--- src/pkg/sr_one_pkg.sv ---
// Purpose: Constants and types shared by the status register one block.
// Assumes: 250 MHz core clock, 8 Mbit array, SPI mode 0 command framing.
// Notes: Bit 7 of the status byte belongs to other logic and reads as zero.
package sr_one_pkg;

    // Core clock period in picoseconds
    localparam int CLK_PERIOD_PS = 4000;

    // Time the non-volatile copy takes to update after a latched write
    localparam int NV_WRITE_NS = 1000;
    localparam int NV_WRITE_CYC = (NV_WRITE_NS * 1000) / CLK_PERIOD_PS;
    localparam logic [9:0] NV_WRITE_CNT = NV_WRITE_CYC[9:0];

    // Serial command codes
    localparam logic [7:0] CMD_WRITE_EN = 8'h06;
    localparam logic [7:0] CMD_VOL_WRITE_EN = 8'h50;
    localparam logic [7:0] CMD_READ_DIRECT = 8'h05;
    localparam logic [7:0] CMD_WRITE_DIRECT = 8'h01;
    localparam logic [7:0] CMD_READ_INDIRECT = 8'h65;
    localparam logic [7:0] CMD_WRITE_INDIRECT = 8'h71;
    localparam logic [7:0] REG_ADDR_ONE = 8'h01;

    // Field positions inside the status byte
    localparam int POS_GRANULARITY = 6;
    localparam int POS_DIRECTION = 5;
    localparam int POS_RANGE_LO = 2;
    localparam int POS_LATCH = 1;
    localparam int POS_BUSY = 0;

    // Range codes: value after reset, and all protected
    localparam logic [2:0] RANGE_RESET = 3'h0;
    localparam logic [2:0] RANGE_ALL = 3'h7;

    // Array geometry in bytes
    localparam logic [21:0] MEM_BYTES = 22'h100000;
    localparam logic [21:0] BLK_FINE = 22'h001000;
    localparam logic [21:0] BLK_COARSE = 22'h010000;

    // Settings written by the host
    typedef struct packed {
        logic granularity;
        logic direction;
        logic [2:0] range;
    } protect_t;

    // Synchronised serial pins
    typedef struct packed {
        logic cs_n;
        logic sclk;
        logic mosi;
    } spi_pins_t;

    // Receiver states
    typedef enum logic [4:0] {
        ST_CMD = 5'b00001,
        ST_ADDR = 5'b00010,
        ST_DATA = 5'b00100,
        ST_READ = 5'b01000,
        ST_IGNORE = 5'b10000
    } rx_state_t;

endpackage : sr_one_pkg

--- src/rtl/pin_sync.sv ---
// Purpose: Two-flop synchroniser for the serial pins.
// Assumes: Pins are asynchronous to clk.
// Notes: Only the second stage may be read by other logic.
`timescale 1ns/1ps
`default_nettype none
module pin_sync
    import sr_one_pkg::*;
(
    input wire logic clk, // Core clock
    input wire logic reset_n, // Synchronous reset, active low
    input wire spi_pins_t pins_in, // Raw pins
    output var spi_pins_t pins_out // Synchronised pins
);

    // First stage, read only by the second
    spi_pins_t stage1;

    // One flop pair per pin; chip select idles high
    genvar i;
    generate
        for (i = 0; i < 3; i++)
        begin : g_sync
            always_ff @(posedge clk)
            begin
                if (!reset_n)
                begin
                    stage1[i] <= (i == 2) ? 1'b1 : 1'b0;
                    pins_out[i] <= (i == 2) ? 1'b1 : 1'b0;
                end
                else
                begin
                    stage1[i] <= pins_in[i];
                    pins_out[i] <= stage1[i];
                end
            end
        end
    endgenerate

endmodule : pin_sync
`default_nettype wire

--- src/rtl/status_one_protect_ready.sv ---
// Purpose: Status register one (protection fields, write latch, busy flag).
// Assumes: SPI mode 0; pins sampled by clk at well above the serial rate.
// Notes: Commands execute on chip select rising, only when whole bytes arrived.
`timescale 1ns/1ps
`default_nettype none
// Summary of operation
// - Granularity one means 4 kB blocks
// - Direction zero bottom up, one top down
// - Direction applies to range at bits 4:2
// - Direct write 01h updates the range field
// - Range resets to zero, nothing protected; the code loads the non-volatile copy in the cycle after reset
// - Refuse program/erase into protected region
// - Latch zero ignores writes not armed by 50h, programs, erases
// - Latch clears at power-up and reset
// - Aborted incomplete command keeps latch set
// - Only complete commands may consume the latch
// - Write enable 06h sets the latch
// - Volatile enable 50h leaves latch unchanged
// - Busy flag one while operation runs
// - Each status read byte is refreshed
// - Bits 6,5,4:2,1,0 hold the fields
// - Direct 05h or indirect 65h+01h reads
// - Power-up loads bits from non-volatile copy
module status_one_protect_ready
    import sr_one_pkg::*;
(
    input wire logic clk, // Core clock, 250 MHz
    input wire logic reset_n, // Synchronous reset, active low
    input wire logic cs_n_pin, // Chip select pin, active low
    input wire logic sclk_pin, // Serial clock pin
    input wire logic mosi_pin, // Serial data in pin
    input wire protect_t nv_image, // Non-volatile copy of the settings
    input wire logic ext_busy, // Array operation in progress
    input wire logic pe_req, // Program or erase request pulse
    input wire logic [19:0] pe_addr, // Target byte address of the request
    output logic miso, // Serial data out
    output logic miso_en_n, // Output enable for miso, low drives
    output logic pe_grant, // Request accepted pulse
    output logic pe_refuse, // Request refused pulse
    output var protect_t nv_write_data, // Value for the non-volatile copy
    output logic nv_write_start // Pulse, non-volatile update begins
);

    ////////////////////////////////////////////////////////////////////////
    // Helpers

    // Whether an address falls into the protected region
    function automatic logic is_protected(input protect_t p, input logic [19:0] a);
        logic [21:0] size;
        size = p.granularity ? BLK_FINE : BLK_COARSE;
        size = size << (p.range - 3'h1);
        if (p.range == RANGE_RESET)
            return 1'b0;
        if (p.range == RANGE_ALL || size >= MEM_BYTES)
            return 1'b1;
        if (p.direction)
            return {2'h0, a} >= (MEM_BYTES - size);
        return {2'h0, a} < size;
    endfunction : is_protected

    ////////////////////////////////////////////////////////////////////////
    // Pin synchronisation and edge detection

    spi_pins_t raw; // Pins as they arrive
    spi_pins_t pins; // Pins after two flops
    logic sclk_q; // Previous serial clock
    logic cs_q; // Previous chip select
    assign raw = '{cs_n: cs_n_pin, sclk: sclk_pin, mosi: mosi_pin};

    pin_sync u_sync (
        .clk(clk),
        .reset_n(reset_n),
        .pins_in(raw),
        .pins_out(pins)
    );

    // Delayed copies for edges
    always_ff @(posedge clk)
    begin
        if (!reset_n)
        begin
            sclk_q <= 1'b0;
            cs_q <= 1'b1;
        end
        else
        begin
            sclk_q <= pins.sclk;
            cs_q <= pins.cs_n;
        end
    end

    logic sclk_rise, sclk_fall, cs_end, selected;
    assign selected = !pins.cs_n;
    assign sclk_rise = selected && pins.sclk && !sclk_q;
    assign sclk_fall = selected && !pins.sclk && sclk_q;
    assign cs_end = pins.cs_n && !cs_q;

    ////////////////////////////////////////////////////////////////////////
    // Register state

    protect_t prot; // Protection settings
    logic write_latch; // Write enable latch
    logic busy_flag; // Ready/busy as seen by the host
    logic vol_enable; // Volatile write armed by 50h
    logic op_active; // Accepted operation still running
    logic [9:0] nv_cnt; // Non-volatile update timer
    logic load_done; // Power-up copy taken
    logic [7:0] status_byte;
    assign status_byte = {1'b0, prot.granularity, prot.direction, prot.range,
                          write_latch, busy_flag};

    ////////////////////////////////////////////////////////////////////////
    // Command receiver

    rx_state_t state; // Receiver state
    logic [2:0] bit_cnt; // Bit within current byte
    logic [6:0] shift_in; // Bits gathered so far
    logic [7:0] cmd; // Command byte
    logic cmd_full; // Command byte complete
    logic data_full; // Data byte complete
    logic byte_odd; // Partial byte pending
    logic ind_write; // Indirect form is a write
    logic [7:0] data; // Captured data byte
    logic reload; // Next falling edge loads fresh status
    logic [7:0] rx_byte;
    assign rx_byte = {shift_in, pins.mosi};

    // Shift in on rising edges and walk the command framing
    always_ff @(posedge clk)
    begin
        if (!reset_n || !selected)
        begin
            state <= ST_CMD;
            bit_cnt <= 3'h0;
            shift_in <= 7'h00;
            cmd <= 8'h00;
            cmd_full <= 1'b0;
            data_full <= 1'b0;
            byte_odd <= 1'b0;
            ind_write <= 1'b0;
            data <= 8'h00;
            reload <= 1'b0;
        end
        else if (sclk_rise)
        begin
            shift_in <= rx_byte[6:0];
            bit_cnt <= bit_cnt + 3'h1;
            byte_odd <= (bit_cnt != 3'h7);
            reload <= 1'b0;
            if (bit_cnt == 3'h7)
            begin
                case (state)
                    ST_CMD:
                    begin
                        cmd <= rx_byte;
                        cmd_full <= 1'b1;
                        ind_write <= (rx_byte == CMD_WRITE_INDIRECT);
                        if (rx_byte == CMD_READ_DIRECT)
                        begin
                            state <= ST_READ;
                            reload <= 1'b1;
                        end
                        else if (rx_byte == CMD_WRITE_DIRECT)
                            state <= ST_DATA;
                        else if (rx_byte == CMD_READ_INDIRECT || rx_byte == CMD_WRITE_INDIRECT)
                            state <= ST_ADDR;
                        else
                            state <= ST_IGNORE;
                    end
                    ST_ADDR:
                    begin
                        if (rx_byte != REG_ADDR_ONE)
                            state <= ST_IGNORE;
                        else if (ind_write)
                            state <= ST_DATA;
                        else
                        begin
                            state <= ST_READ;
                            reload <= 1'b1;
                        end
                    end
                    ST_DATA:
                    begin
                        data <= rx_byte;
                        data_full <= 1'b1;
                        state <= ST_IGNORE;
                    end
                    ST_READ: reload <= 1'b1;
                    default: state <= ST_IGNORE;
                endcase
            end
        end
    end

    ////////////////////////////////////////////////////////////////////////
    // Read data path

    logic [6:0] out_shift; // Remaining bits of the byte being sent

    // Drive on falling edges; every byte boundary takes a fresh snapshot
    always_ff @(posedge clk)
    begin
        if (!reset_n)
        begin
            miso <= 1'b0;
            miso_en_n <= 1'b1;
            out_shift <= 7'h00;
        end
        else if (!selected)
            miso_en_n <= 1'b1;
        else if (sclk_fall && state == ST_READ)
        begin
            miso_en_n <= 1'b0;
            if (reload)
            begin
                miso <= status_byte[7];
                out_shift <= status_byte[6:0];
            end
            else
            begin
                miso <= out_shift[6];
                out_shift <= {out_shift[5:0], 1'b0};
            end
        end
    end

    ////////////////////////////////////////////////////////////////////////
    // Command execution at end of frame

    logic whole; // Frame ended on a byte boundary
    logic exec_wren, exec_vwren, exec_write;
    assign whole = cs_end && cmd_full && !byte_odd;
    assign exec_wren = whole && cmd == CMD_WRITE_EN && state == ST_IGNORE;
    assign exec_vwren = whole && cmd == CMD_VOL_WRITE_EN && state == ST_IGNORE;
    assign exec_write = whole && data_full && !busy_flag;

    logic nv_go; // Latched write goes to the non-volatile copy
    assign nv_go = exec_write && write_latch && !vol_enable;

    // Protection fields: reset to zero, then copy in non-volatile image
    always_ff @(posedge clk)
    begin
        if (!reset_n)
        begin
            prot <= '{granularity: 1'b0, direction: 1'b0, range: RANGE_RESET};
            load_done <= 1'b0;
        end
        else if (!load_done)
        begin
            prot <= nv_image;
            load_done <= 1'b1;
        end
        else if (exec_write && (write_latch || vol_enable))
            prot <= data[POS_GRANULARITY:POS_RANGE_LO];
    end

    // Volatile arm flag: consumed by the next complete status write
    always_ff @(posedge clk)
    begin
        if (!reset_n)
            vol_enable <= 1'b0;
        else if (exec_vwren)
            vol_enable <= 1'b1;
        else if (exec_wren || exec_write)
            vol_enable <= 1'b0;
    end

    // Non-volatile update timer
    always_ff @(posedge clk)
    begin
        if (!reset_n)
        begin
            nv_cnt <= 10'h000;
            nv_write_start <= 1'b0;
            nv_write_data <= '0;
        end
        else
        begin
            nv_write_start <= nv_go;
            if (nv_go)
            begin
                nv_cnt <= NV_WRITE_CNT;
                nv_write_data <= data[POS_GRANULARITY:POS_RANGE_LO];
            end
            else if (nv_cnt != 10'h000)
                nv_cnt <= nv_cnt - 10'h001;
        end
    end

    // Busy flag follows internal work one cycle late
    always_ff @(posedge clk)
    begin
        if (!reset_n)
            busy_flag <= 1'b0;
        else
            busy_flag <= ext_busy || nv_go || (nv_cnt != 10'h000);
    end

    ////////////////////////////////////////////////////////////////////////
    // Program and erase gate

    logic pe_ok;
    assign pe_ok = write_latch && !busy_flag && !is_protected(prot, pe_addr);

    // Answer each request with exactly one pulse
    always_ff @(posedge clk)
    begin
        if (!reset_n)
        begin
            pe_grant <= 1'b0;
            pe_refuse <= 1'b0;
        end
        else
        begin
            pe_grant <= pe_req && pe_ok;
            pe_refuse <= pe_req && !pe_ok;
        end
    end

    ////////////////////////////////////////////////////////////////////////
    // Write latch

    logic op_done; // Accepted operation finished
    assign op_done = op_active && !busy_flag && !nv_go && !(pe_req && pe_ok);

    // Tracks an accepted operation until busy drops
    always_ff @(posedge clk)
    begin
        if (!reset_n)
            op_active <= 1'b0;
        else if (nv_go || (pe_req && pe_ok))
            op_active <= 1'b1;
        else if (op_done && nv_cnt == 10'h000 && !ext_busy)
            op_active <= 1'b0;
    end

    // Set wins over the clear so a late 06h is never lost
    always_ff @(posedge clk)
    begin
        if (!reset_n)
            write_latch <= 1'b0;
        else if (exec_wren)
            write_latch <= 1'b1;
        else if (op_done && nv_cnt == 10'h000 && !ext_busy)
            write_latch <= 1'b0;
    end
endmodule : status_one_protect_ready
`default_nettype wire

--- config.mk ---
export PLATFORM = sky130hd
export DESIGN_NAME = status_one_protect_ready
export DESIGN_NICKNAME = d
export VERILOG_FILES = /design/src/pkg/sr_one_pkg.sv /design/src/rtl/pin_sync.sv /design/src/rtl/status_one_protect_ready.sv
export SDC_FILE = /design/constraint.sdc
export NUM_CORES = 1
export LEC_CHECK = 0
export BUFFER_PORTS_ARGS = -buffer_cell sky130_fd_sc_hd__buf_4
export CAP_MARGIN = 20
export CORE_ASPECT_RATIO = 0.7
export CORE_MARGIN = 8
export CORE_UTILIZATION = 50
export DETAILED_ROUTE_END_ITERATION = 12
export GPL_ROUTABILITY_DRIVEN = 0
export PLACE_DENSITY = 0.69
export SLEW_MARGIN = 15
export SYNTH_ARGS = -nofsm -noshare
export SYNTH_HDL_FRONTEND = slang
export SYNTH_SLANG_ARGS = --single-unit
--- constraint.sdc ---
create_clock -name clk -period 3.15 [get_ports clk]
set_input_delay 0.315 -clock clk [delete_from_list [all_inputs] [get_ports clk]]
set_output_delay 0.315 -clock clk [all_outputs]
set_load 0.02 [all_outputs]
==> flow_summary_export.csv, run 1 <==
group,metric,value,unit
global_routing,grt.overflow.total,0,
cts,cts_tree,"built",
worst_setup_path,cp.depth,15,
cts,clk_latency,350,ps
cts,hold_buffers,0,
worst_setup_path,critPathCapture,"pe_refuse",
finish,syn_to_final_growth,14.4,%
timing,fmax,343,MHz
worst_setup_path,path_class,"reg2reg",
cts,cts_sinks,78,
global_routing,antenna_found_initial,0,
placement,post-dp-hpwl,6.15,mm
worst_setup_path,crit_path_end_kind,"register",
synthesis,synth_nets,481,
floorplan,initial_utilization,0.517,
timing,slew_headroom,0.416,
timing,final-hold-violation-count,0,
global_routing,grt_pass1_vias,2991,
drt,top_layer_used,"met4",
synthesis,netlist_instances,427,
global_routing,grt_max_degree,30,
synthesis,ys_seq_elements,78,
worst_setup_path,start_kind,"register",
drt,ant_nets,0,
worst_setup_path,r2r_cells,15,
status,status,"finished clean",
drt,routedWlPerCell,15.2,µm
flow_run,drv_cap,0,
worst_setup_path,cp.arrival,3160,ps
worst_setup_path,worstSetupStartpoint,"prot[1]",
worst_setup_path,required,3400,ps
cts,cts_max_level,3,
cts,clk_pin_slew,80,ps
finish,nNetsFinal,509,
worst_setup_path,crit_fanout,5,
drt,dr_total_vias,3086,
drt,dr.pass1.iters,5,
worst_setup_path,r2r_end,"pe_refuse",
synthesis,yosys_warnings,0,
floorplan,fp.dieArea,0.0107,mm²
timing,post-route-period-util,0.926,
timing,setup_violations,0,
drt,drt_wl_total,8.46,mm
power_and_ir_drop,p_per_area,554,mW/mm²
drt,wl_met2,3.63,mm
drt,routed_via_density,5.53,
synthesis,ys_types,58,
floorplan,die_h,89.0,µm
finish,drive_gt1_frac,0.159,
finish,fill_cells,665,
global_routing,grt_pass1_wl,14.3,mm
timing,setup_slack,233,ps
timing,slew_violations,0,
hold_path,min-delay-path-class,"in2reg",
synthesis,async_reset_ff_frac,0,
floorplan,die_w,120,µm
drt,drc,0,
placement,place_worst_setup_slack,161,ps
power_and_ir_drop,ir_drop,0.000459,V
worst_setup_path,critPathMaxStageDelay,400,ps
floorplan,row_count,26,
floorplan,design.portCount,42,
synthesis,yosysSeqAreaShare,0.411,
drt,drt_iter0_markers,193,
worst_setup_path,path_buf_inv,1,
finish,seq_area,0.00156,mm²
worst_setup_path,reg2reg_from,"prot[1]",
finish,diodes,0,
placement,numPortBuffers,29,
finish,multiInputGateArea,0.00211,mm²
cts,cts_made_buffers,9,
timing,period_minus_slack,2920,ps
power_and_ir_drop,p_leak,1.77,nW
worst_setup_path,rrSetupSlack,230,ps
synthesis,syn_area,0.00380,mm²
synthesis,syn_avg_cell_area,8.91,µm²
cts,cts-root-buf,"clkbuf_8",
synthesis,synth-edff-count,0,
global_routing,track_usage,0.167,
cts,clk_path_buf_depth,2,
floorplan,core_area,0.00735,mm²
worst_setup_path,crit_chain,"inv_1 > ha_1 > xnor2_1 > and2_1 > nand3_1 > ha_2 > nand4_1 > o21ai_0 > a21oi_1 > ha_1 > o21a_1 > o211ai_1 > a31o_2 > a21oi_2 > o211a_1",
worst_setup_path,crit_top_cell,"ha_1",
worst_setup_path,critical_path.slowest_cell,"dfxtp_1",
worst_setup_path,cp_top_family,"compound AO/OA/AOI/OAI gates",
drt,wl_met1,4.23,mm
timing,worst_slew_pin_slew,874,ps
timing,rsz0062_at_grt,"no",
synthesis,synth-main-ff-cell,"dfxtp_1",
timing,skew,9.06,ps
hold_path,hold_path_startpoint,"cs_n_pin",
timing,fin_tns_setup,0,ps
drt,wl_met3,518,µm
[how the worst min path moves through the flow]
stage	end	slack (ps)	cells past startpoint
finish	u_sync.stage1[2]	140	2
floorplan	load_done	340	0
global placement	u_sync.pins_out[2]	390	1
CTS	u_sync.stage1[2]	130	2
global route	u_sync.stage1[2]	130	2
detailed placement	u_sync.pins_out[2]	390	1
[sequential cells by signal (all words and copies together), names as in the netlist, 3 cells and up]
register and count:
nv_cnt 10, cmd 8, out_shift 7, shift_in 7
data 5, nv_write_data 5, prot 5, state 5
bit_cnt 3, u_sync.pins_out 3, u_sync.stage1 3
[cell families (layout without fill, tap and decap cells)]
kind of cell / count (synthesis) / count (layout) / synth area share
AO/OA/AOI/OAI: 80 / 80 / 0.144
adder cells (fa/ha/maj): 22 / 22 / 0.0724
multiplexers: 30 / 30 / 0.0793
flip-flops: 78 / 78 / 0.411
XOR/XNOR: 12 / 12 / 0.0276
AND/OR/NAND/NOR: 170 / 170 / 0.229
buffers and inverters: 35 / 68 / 0.0375
[routing by layer]
metal,vias up,GRT usage
met1,1426,0.224
met4,0,0.0418
li1,1557,-
met2,91,0.255
met3,12,0.0536
met5,-,0
[per-stage QoR]
step | total power [mW] | cells | utilization | area [µm²] | hold slack, ps
6_report | 2.41 | 558 | 0.592 | 4350 | 144
5_1_grt | 2.55 | 558 | 0.592 | 4350 | 135
4_1_cts | 2.43 | 558 | 0.591 | 4350 | 126
3_5_place_dp | 1.60 | 542 | 0.561 | 4130 | 391
3_3_place_gp | 1.58 | 542 | 0.561 | 4130 | 391
2_1_floorplan | 1.50 | 427 | - | 3800 | 343
[synthesized netlist by cell type, drive strengths merged, types with 8 or more instances]
cell type,count,area (µm²)
nor2,61,229
inv,13,48.8
buf,8,41.3
dfxtp,78,1560
nand2,39,146
and2,8,50.1
a21oi,39,195
nand3,8,40.0
ha,22,275
nor2b,8,50.1
mux2i,29,290
clkbuf,14,52.6
xnor2,9,78.8
[worst reg2reg max path, delay by kind of cell, from the launching register on]
family          cells  cell delay, ps
flops               1             400
xor+xnor            1             190
compound gates      7            1020
simple gates        3             410
buf+inv             1              90
fa+ha+maj           3             690
[final cells by class]
type / instances / share of cell area
clock buffer: 10 / 0.0293
clock inverter: 6 / 0.0213
inverter: 13 / 0.0112
multi-input combinational: 314 / 0.484
sequential: 78 / 0.359
tap: 98 / 0.0282
timing repair buffer: 39 / 0.0673
[placed cells by master, fill, tap and decap left out, drive strengths merged, types with 2 or more instances in the layout]
cell	instances
or4b	3
and4bb	2
nor2	61
nand2b	5
a211oi	7
nor3b	5
nand2	39
nand4	3
a21oi	39
nor4	4
or3	3
inv	15
clkinvlp	2
nand3b	5
o21a	3
nor3	7
and2	8
nand4b	4
ha	22
bufinv	2
o221a	4
dfxtp	78
xor2	3
buf	39
nor2b	8
xnor2	9
o21ai	7
clkbuf	10
and3	2
a221oi	2
mux2i	29
nand3	8
o211ai	4
[power breakdown]
group | switching (mW) | internal, mW | leakage, nW
sequential | 0.0517 | 1.04 | 0.634
clock | 0.370 | 0.452 | 0.104
combinational | 0.260 | 0.239 | 1.03
total | 0.681 | 1.73 | 1.77
[what timing repair did]
action,CTS,global route
hold endpoints to repair,0,0
endpoints found under the setup margin,0,4
resized for setup,0,2
buffers inserted,0,0
No activity file was read; power rests on OpenSTA's default activity.
==> run 2: changes to the inputs <==
- PLACE_DENSITY: 0.69 -> 0.7
- SYNTH_HIERARCHICAL: default -> 1
==> run 2 against run 1 <==
Clock power is 14% lower; die area is 1.6% lower; non-clock buffer count is 1 higher; wire length is 4.3% lower; count of clock-buffer cells in the layout is 2 higher; cell count is 2.9% higher; sequential power hardly changed; first-iteration DRC count is 5.7% lower; via count is 0.87% higher; register-to-register slack worse by 30 ps; cell area is 1.5% lower; hold slack better by 11 ps; critical path type unchanged; largest cell class unchanged.
==> flow_summary_export.csv, run 2 <==
group,metric,value,unit
status,status,"finished clean",
finish,drive_gt1_frac,0.141,
finish,reg.largest.list,"nv_cnt (10), cmd (8)",
power_and_ir_drop,total_power,2.32,mW
cts,cts_max_level,3,
worst_setup_path,crit_path_end_kind,"register",
floorplan,fp.dieArea,0.0105,mm²
global_routing,grt_max_degree,30,
worst_setup_path,crit_fanout,6,
finish,nNetsFinal,526,
floorplan,die_h,88.3,µm
synthesis,synth_commonest_cells,"dfxtp_1, nand2_1, nor2_1, a21oi_1",
synthesis,synth_nets,495,
cts,cts_made_buffers,9,
power_and_ir_drop,internal-power,1.66,mW
synthesis,async_reset_ff_frac,0,
flow_run,drv_cap,0,
timing,slew_headroom,0.398,
synthesis,synth-edff-count,0,
finish,diodes,0,
timing,fmax,339,MHz
cts,cts_tree,"built",
drt,drc,0,
synthesis,ys_types,55,
power_and_ir_drop,switching_share,0.284,
timing,post-route-period-util,0.936,
power_and_ir_drop,comb_power_share,0.220,
timing,slew_violations,0,
finish,fill_cells,622,
finish,largest_register_ffs,10,
synthesis,ys_seq_elements,78,
worst_setup_path,reg2reg_from,"prot[0]",
global_routing,grt.overflow.total,0,
finish,top_register,"nv_cnt",
synthesis,yosysTopAreaCell,"dfxtp_1",
worst_setup_path,r2r_end,"pe_refuse",
finish,syn_to_final_growth,14.9,%
global_routing,antenna_found_initial,0,
hold_path,hold_path_end,"u_sync/stage1[2]",
power_and_ir_drop,ir_drop,0.000486,V
drt,routedWlPerCell,14.1,µm
floorplan,design.portCount,42,
timing,period_minus_slack,2950,ps
cts,clk_latency,350,ps
power_and_ir_drop,p_leak,1.68,nW
worst_setup_path,start_kind,"register",
power_and_ir_drop,pwr-share-seq,0.475,
timing,fin_tns_setup,0,ps
floorplan,core_area,0.00725,mm²
synthesis,netlist_instances,441,
placement,numPortBuffers,29,
synthesis,synth-main-ff-cell,"dfxtp_1",
drt,drt_wl_total,8.10,mm
timing,setup_violations,0,
drt,dr.pass1.iters,4,
finish,final_common_cell,"dfxtp_1",
drt,ant_nets,0,
worst_setup_path,path_class,"reg2reg",
placement,post-dp-hpwl,6.00,mm
hold_path,hold_path_startpoint,"cs_n_pin",
cts,clk_pin_slew,70,ps
power_and_ir_drop,p_switching,658,µW
synthesis,yosysMostFrequentCell,"dfxtp_1",
synthesis,netlist_top_cells_area,"dfxtp_1, ha_1, a21oi_1, nand2_1, mux2i_1",
cts,hold_buffers,0,
global_routing,grt_pass1_wl,13.6,mm
synthesis,syn_avg_cell_area,8.46,µm²
timing,skew,12.1,ps
synthesis,yosys.area.top_type_share,0.419,
placement,postPlaceCellArea,0.00410,mm²
timing,rsz0062_at_grt,"no",
worst_setup_path,cp.arrival,3170,ps
synthesis,yosys_warnings,6,
timing,worst_slew_pin_slew,903,ps
floorplan,row_count,26,
synthesis,yosysSeqAreaShare,0.419,
hold_path,whs_path_depth,2,
cts,clk_path_buf_depth,2,
drt,routed_via_density,5.42,
hold_path,min-delay-path-class,"in2reg",
power_and_ir_drop,power.clock.fraction,0.305,
power_and_ir_drop,p_per_area,540,mW/mm²
worst_setup_path,rrSetupSlack,200,ps
worst_setup_path,required,3380,ps
finish,final_cell_mix,"dfxtp_1, nand2_1, nor2_1",
timing,final-hold-violation-count,0,
cts,cts-root-buf,"clkbuf_8",
drt,drt_iter0_markers,182,
global_routing,track_usage,0.158,
floorplan,initial_utilization,0.514,
drt,dr_total_vias,3113,
cts,cts_sinks,78,
global_routing,grt_pass1_vias,3000,
floorplan,die_w,119,µm
synthesis,syn_area,0.00373,mm²
worst_setup_path,r2r_cells,16,
finish,finish.instance_area,0.00429,mm²
-- run 2: worst max-delay path, cell delays in order (launching register included) --
cell	delay (ps)
dfxtp_1	310
inv_1	110
ha_2	260
xnor2_4	140
and2_4	170
nand3_1	110
ha_2	240
nand4_1	90
o21ai_0	80
a21oi_1	130
ha_1	240
o21a_1	170
o211ai_1	160
a31oi_1	70
o2bb2ai_2	180
a21oi_1	110
o311a_1	280
-- run 2: how the worst max path moves through the flow --
stage | startpoint | endpoint | slack, ps
4_1_cts | prot[0] | pe_refuse | 30
2_1_floorplan | prot[0] | pe_refuse | 8
5_1_grt | prot[0] | pe_refuse | 20
3_3_place_gp | prot[0] | pe_refuse | 130
3_5_place_dp | prot[0] | pe_refuse | 40
6_report | prot[0] | pe_refuse | 200
-- run 2: power by group through the flow --
stage	combinational, mW	sequential (mW)	clock, mW
after floorplan	0.389	1.11	0
after global placement	0.481	1.12	0
after detailed placement	0.499	1.12	0
after CTS	0.503	1.10	0.724
after global routing	0.577	1.11	0.767
final	0.510	1.10	0.706
-- run 2: stage by stage --
step | util | std cells | hold slack (ps) | setup WS (ps)
final | 0.591 | 574 | 155 | 203
after global routing | 0.591 | 574 | 155 | 21.3
after CTS | 0.590 | 574 | 141 | 29.5
after detailed placement | 0.565 | 559 | 415 | 36.0
after global placement | 0.565 | 559 | 391 | 126
after floorplan | - | 441 | 343 | 8.34
-- run 2: cells by family (layout without fill, tap and decap cells) --
family / count (synthesis) / after routing / synth area share
xor+xnor: 11 / 11 / 0.0258
compound gates: 84 / 84 / 0.135
fa+ha+maj: 22 / 22 / 0.0738
buf+inv: 32 / 67 / 0.0335
simple gates: 192 / 192 / 0.255
mux: 22 / 22 / 0.0590
flops: 78 / 78 / 0.419
-- run 2: routing by layer --
layer / global-route usage / vias to the layer above / part of all wire
met5: 0 / - / 0
met2: 0.252 / 66 / 0.44
li1: - / 1592 / -
met1: 0.199 / 1443 / 0.49
met4: 0.0560 / 0 / 0.012
met3: 0.0497 / 12 / 0.057
-- run 2: repair_timing --
action / in CTS / in global routing
setup buffers: 0 / 0
setup endpoints to repair: 0 / 4
resized for setup: 0 / 5
-- run 2: layout make-up --
cell class	count	area, µm²	share of cell area
Multi-Input combinational cell	331	2080	0.484
Inverter	12	45.0	0.0105
Clock inverter	3	46.3	0.0108
Timing Repair Buffer	40	300	0.0700
Sequential cell	78	1560	0.364
Clock buffer	12	135	0.0315
Tap cell	98	123	0.0286
==> run 3: changes to the inputs <==
- PLACE_DENSITY: 0.7 -> 0.67
- clock period: 3.15 -> 3 ns (I/O delays scaled with it)
==> run 3 against run 2 <==
Die area did not move; combinational power increased by 6.3%; cell count grew 0.87%; clock power up 15%; non-clock buffer count rose by 4; hold slack got worse by 27 ps; core utilization up 1.6 points; count of clock-buffer cells in the layout is 2 lower; critical path type unchanged; largest power group unchanged.
==> flow_summary_export.csv, run 3 (synthesis gave the netlist of run 2 again) <==
group,metric,value,unit
floorplan,fp.dieArea,0.0105,mm²
placement,post-dp-hpwl,5.81,mm
worst_setup_path,critPathMaxStageDelay,360,ps
finish,reg.largest.list,"nv_cnt (10), cmd (8)",
flow_run,drv_cap,0,
timing,slew_violations,0,
worst_setup_path,crit_chain,"inv_4 > ha_4 > xnor2_4 > and2_4 > nand3_4 > ha_4 > nand4_1 > o21ai_1 > a21oi_1 > ha_1 > o21a_1 > o211ai_1 > a31oi_1 > o2bb2ai_2 > a21oi_2 > o311a_1",
worst_setup_path,path_buf_inv,1,
drt,drt_iter0_markers,230,
drt,ant_nets,0,
power_and_ir_drop,ir_drop,0.000438,V
cts,clk_path_buf_depth,2,
drt,routed_via_density,5.34,
cts,cts_tree,"built",
placement,placed_cells_incl_taps,562,
finish,final_cells,579,
cts,cts_sinks,78,
timing,final-hold-violation-count,0,
worst_setup_path,cp_top_family,"compound AO/OA/AOI/OAI gates",
timing,setup_slack,174,ps
timing,worst_slew_pin_slew,868,ps
drt,wl_met3,510,µm
floorplan,design.portCount,42,
global_routing,antenna_found_initial,0,
finish,diodes,0,
worst_setup_path,required,3240,ps
timing,fmax,354,MHz
worst_setup_path,crit_path_end_kind,"register",
cts,cts_made_buffers,9,
floorplan,initial_utilization,0.514,
finish,fill_cells,639,
timing,fin_tns_setup,0,ps
global_routing,grt_max_degree,32,
finish,nNetsFinal,530,
finish,syn_to_final_growth,18.0,%
finish,post-route-util,0.607,
drt,top_layer_used,"met4",
power_and_ir_drop,p_per_area,570,mW/mm²
power_and_ir_drop,total_power,2.51,mW
drt,dr_total_vias,3091,
floorplan,row_count,26,
global_routing,grt_pass1_vias,2825,
floorplan,core_area,0.00725,mm²
timing,rsz0062_at_grt,"no",
finish,largest_register_ffs,10,
timing,skew,6.55,ps
global_routing,grt_pass1_wl,13.3,mm
finish,finish.instance_area,0.00440,mm²
timing,holdWs,128,ps
global_routing,grt.overflow.total,0,
drt,routedWlPerCell,13.8,µm
worst_setup_path,cp.arrival,3070,ps
cts,clk_pin_slew,80,ps
cts,cts_max_level,3,
drt,dr.pass1.iters,5,
hold_path,min-delay-path-class,"in2reg",
worst_setup_path,critical_path.slowest_cell,"dfxtp_2",
floorplan,die_w,119,µm
finish,drive_gt1_frac,0.175,
global_routing,track_usage,0.153,
worst_setup_path,start_kind,"register",
status,status,"finished clean",
finish,top_register,"nv_cnt",
finish,final_common_cell,"dfxtp_1",
placement,postPlaceCellArea,0.00414,mm²
drt,wl_met1,4.14,mm
timing,post-route-period-util,0.942,
drt,drt_wl_total,7.99,mm
cts,hold_buffers,0,
drt,drc,0,
placement,place_worst_setup_slack,21.4,ps
timing,slew_headroom,0.421,
timing,setup_violations,0,
placement,numPortBuffers,29,
worst_setup_path,path_class,"reg2reg",
worst_setup_path,crit_fanout,7,
floorplan,die_h,88.3,µm
cts,clk_latency,350,ps
worst_setup_path,crit_top_cell,"ha_4",
drt,wl_met2,3.28,mm
cts,cts-root-buf,"clkbuf_8",
timing,period_minus_slack,2830,ps
power_and_ir_drop,p_leak,1.72,nW
finish,final_cell_mix,"dfxtp_1, nand2_1, nor2_1",
-- run 3: area by class of cell --
class                      count  area (µm²)  share of cell area
clock buffer                  10         138              0.0313
timing repair buffer          44         330              0.0750
sequential                    78        1560               0.355
inverter                      12        47.5              0.0108
multi-input combinational    331        2130               0.484
tap                           98         123              0.0279
clock inverter                 6        68.8              0.0156
-- run 3: worst paths after layout --
| kind | from | end | slack, ps | cells past startpoint |
|---|---|---|---|---|
| setup / recovery | prot[0] | pe_refuse | 170 | 16 |
| hold / removal | cs_n_pin | u_sync/stage1[2] | 130 | 2 |
| setup reg to reg | prot[0] | pe_refuse | 170 | 16 |
| hold reg to reg | u_sync/stage1[2] | u_sync/pins_out[2] | 420 | 1 |
-- run 3: timing repair --
item | CTS | global route
endpoints found under the setup margin | 0 | 4
buffers inserted | 0 | 1
hold endpoints to repair | 0 | 0
resized for setup | 0 | 11
-- run 3: power breakdown --
| part | switching [mW] | internal [mW] | total (mW) |
|---|---|---|---|
| Combinational | 0.269 | 0.272 | 0.542 |
| Sequential | 0.0609 | 1.10 | 1.16 |
| Clock | 0.397 | 0.413 | 0.810 |
-- run 3: per-layer routing --
layer / vias up / GRT usage
li1: 1609 / -
met1: 1392 / 0.219
met2: 82 / 0.222
met3: 8 / 0.0446
met4: 0 / 0.0320
met5: - / 0
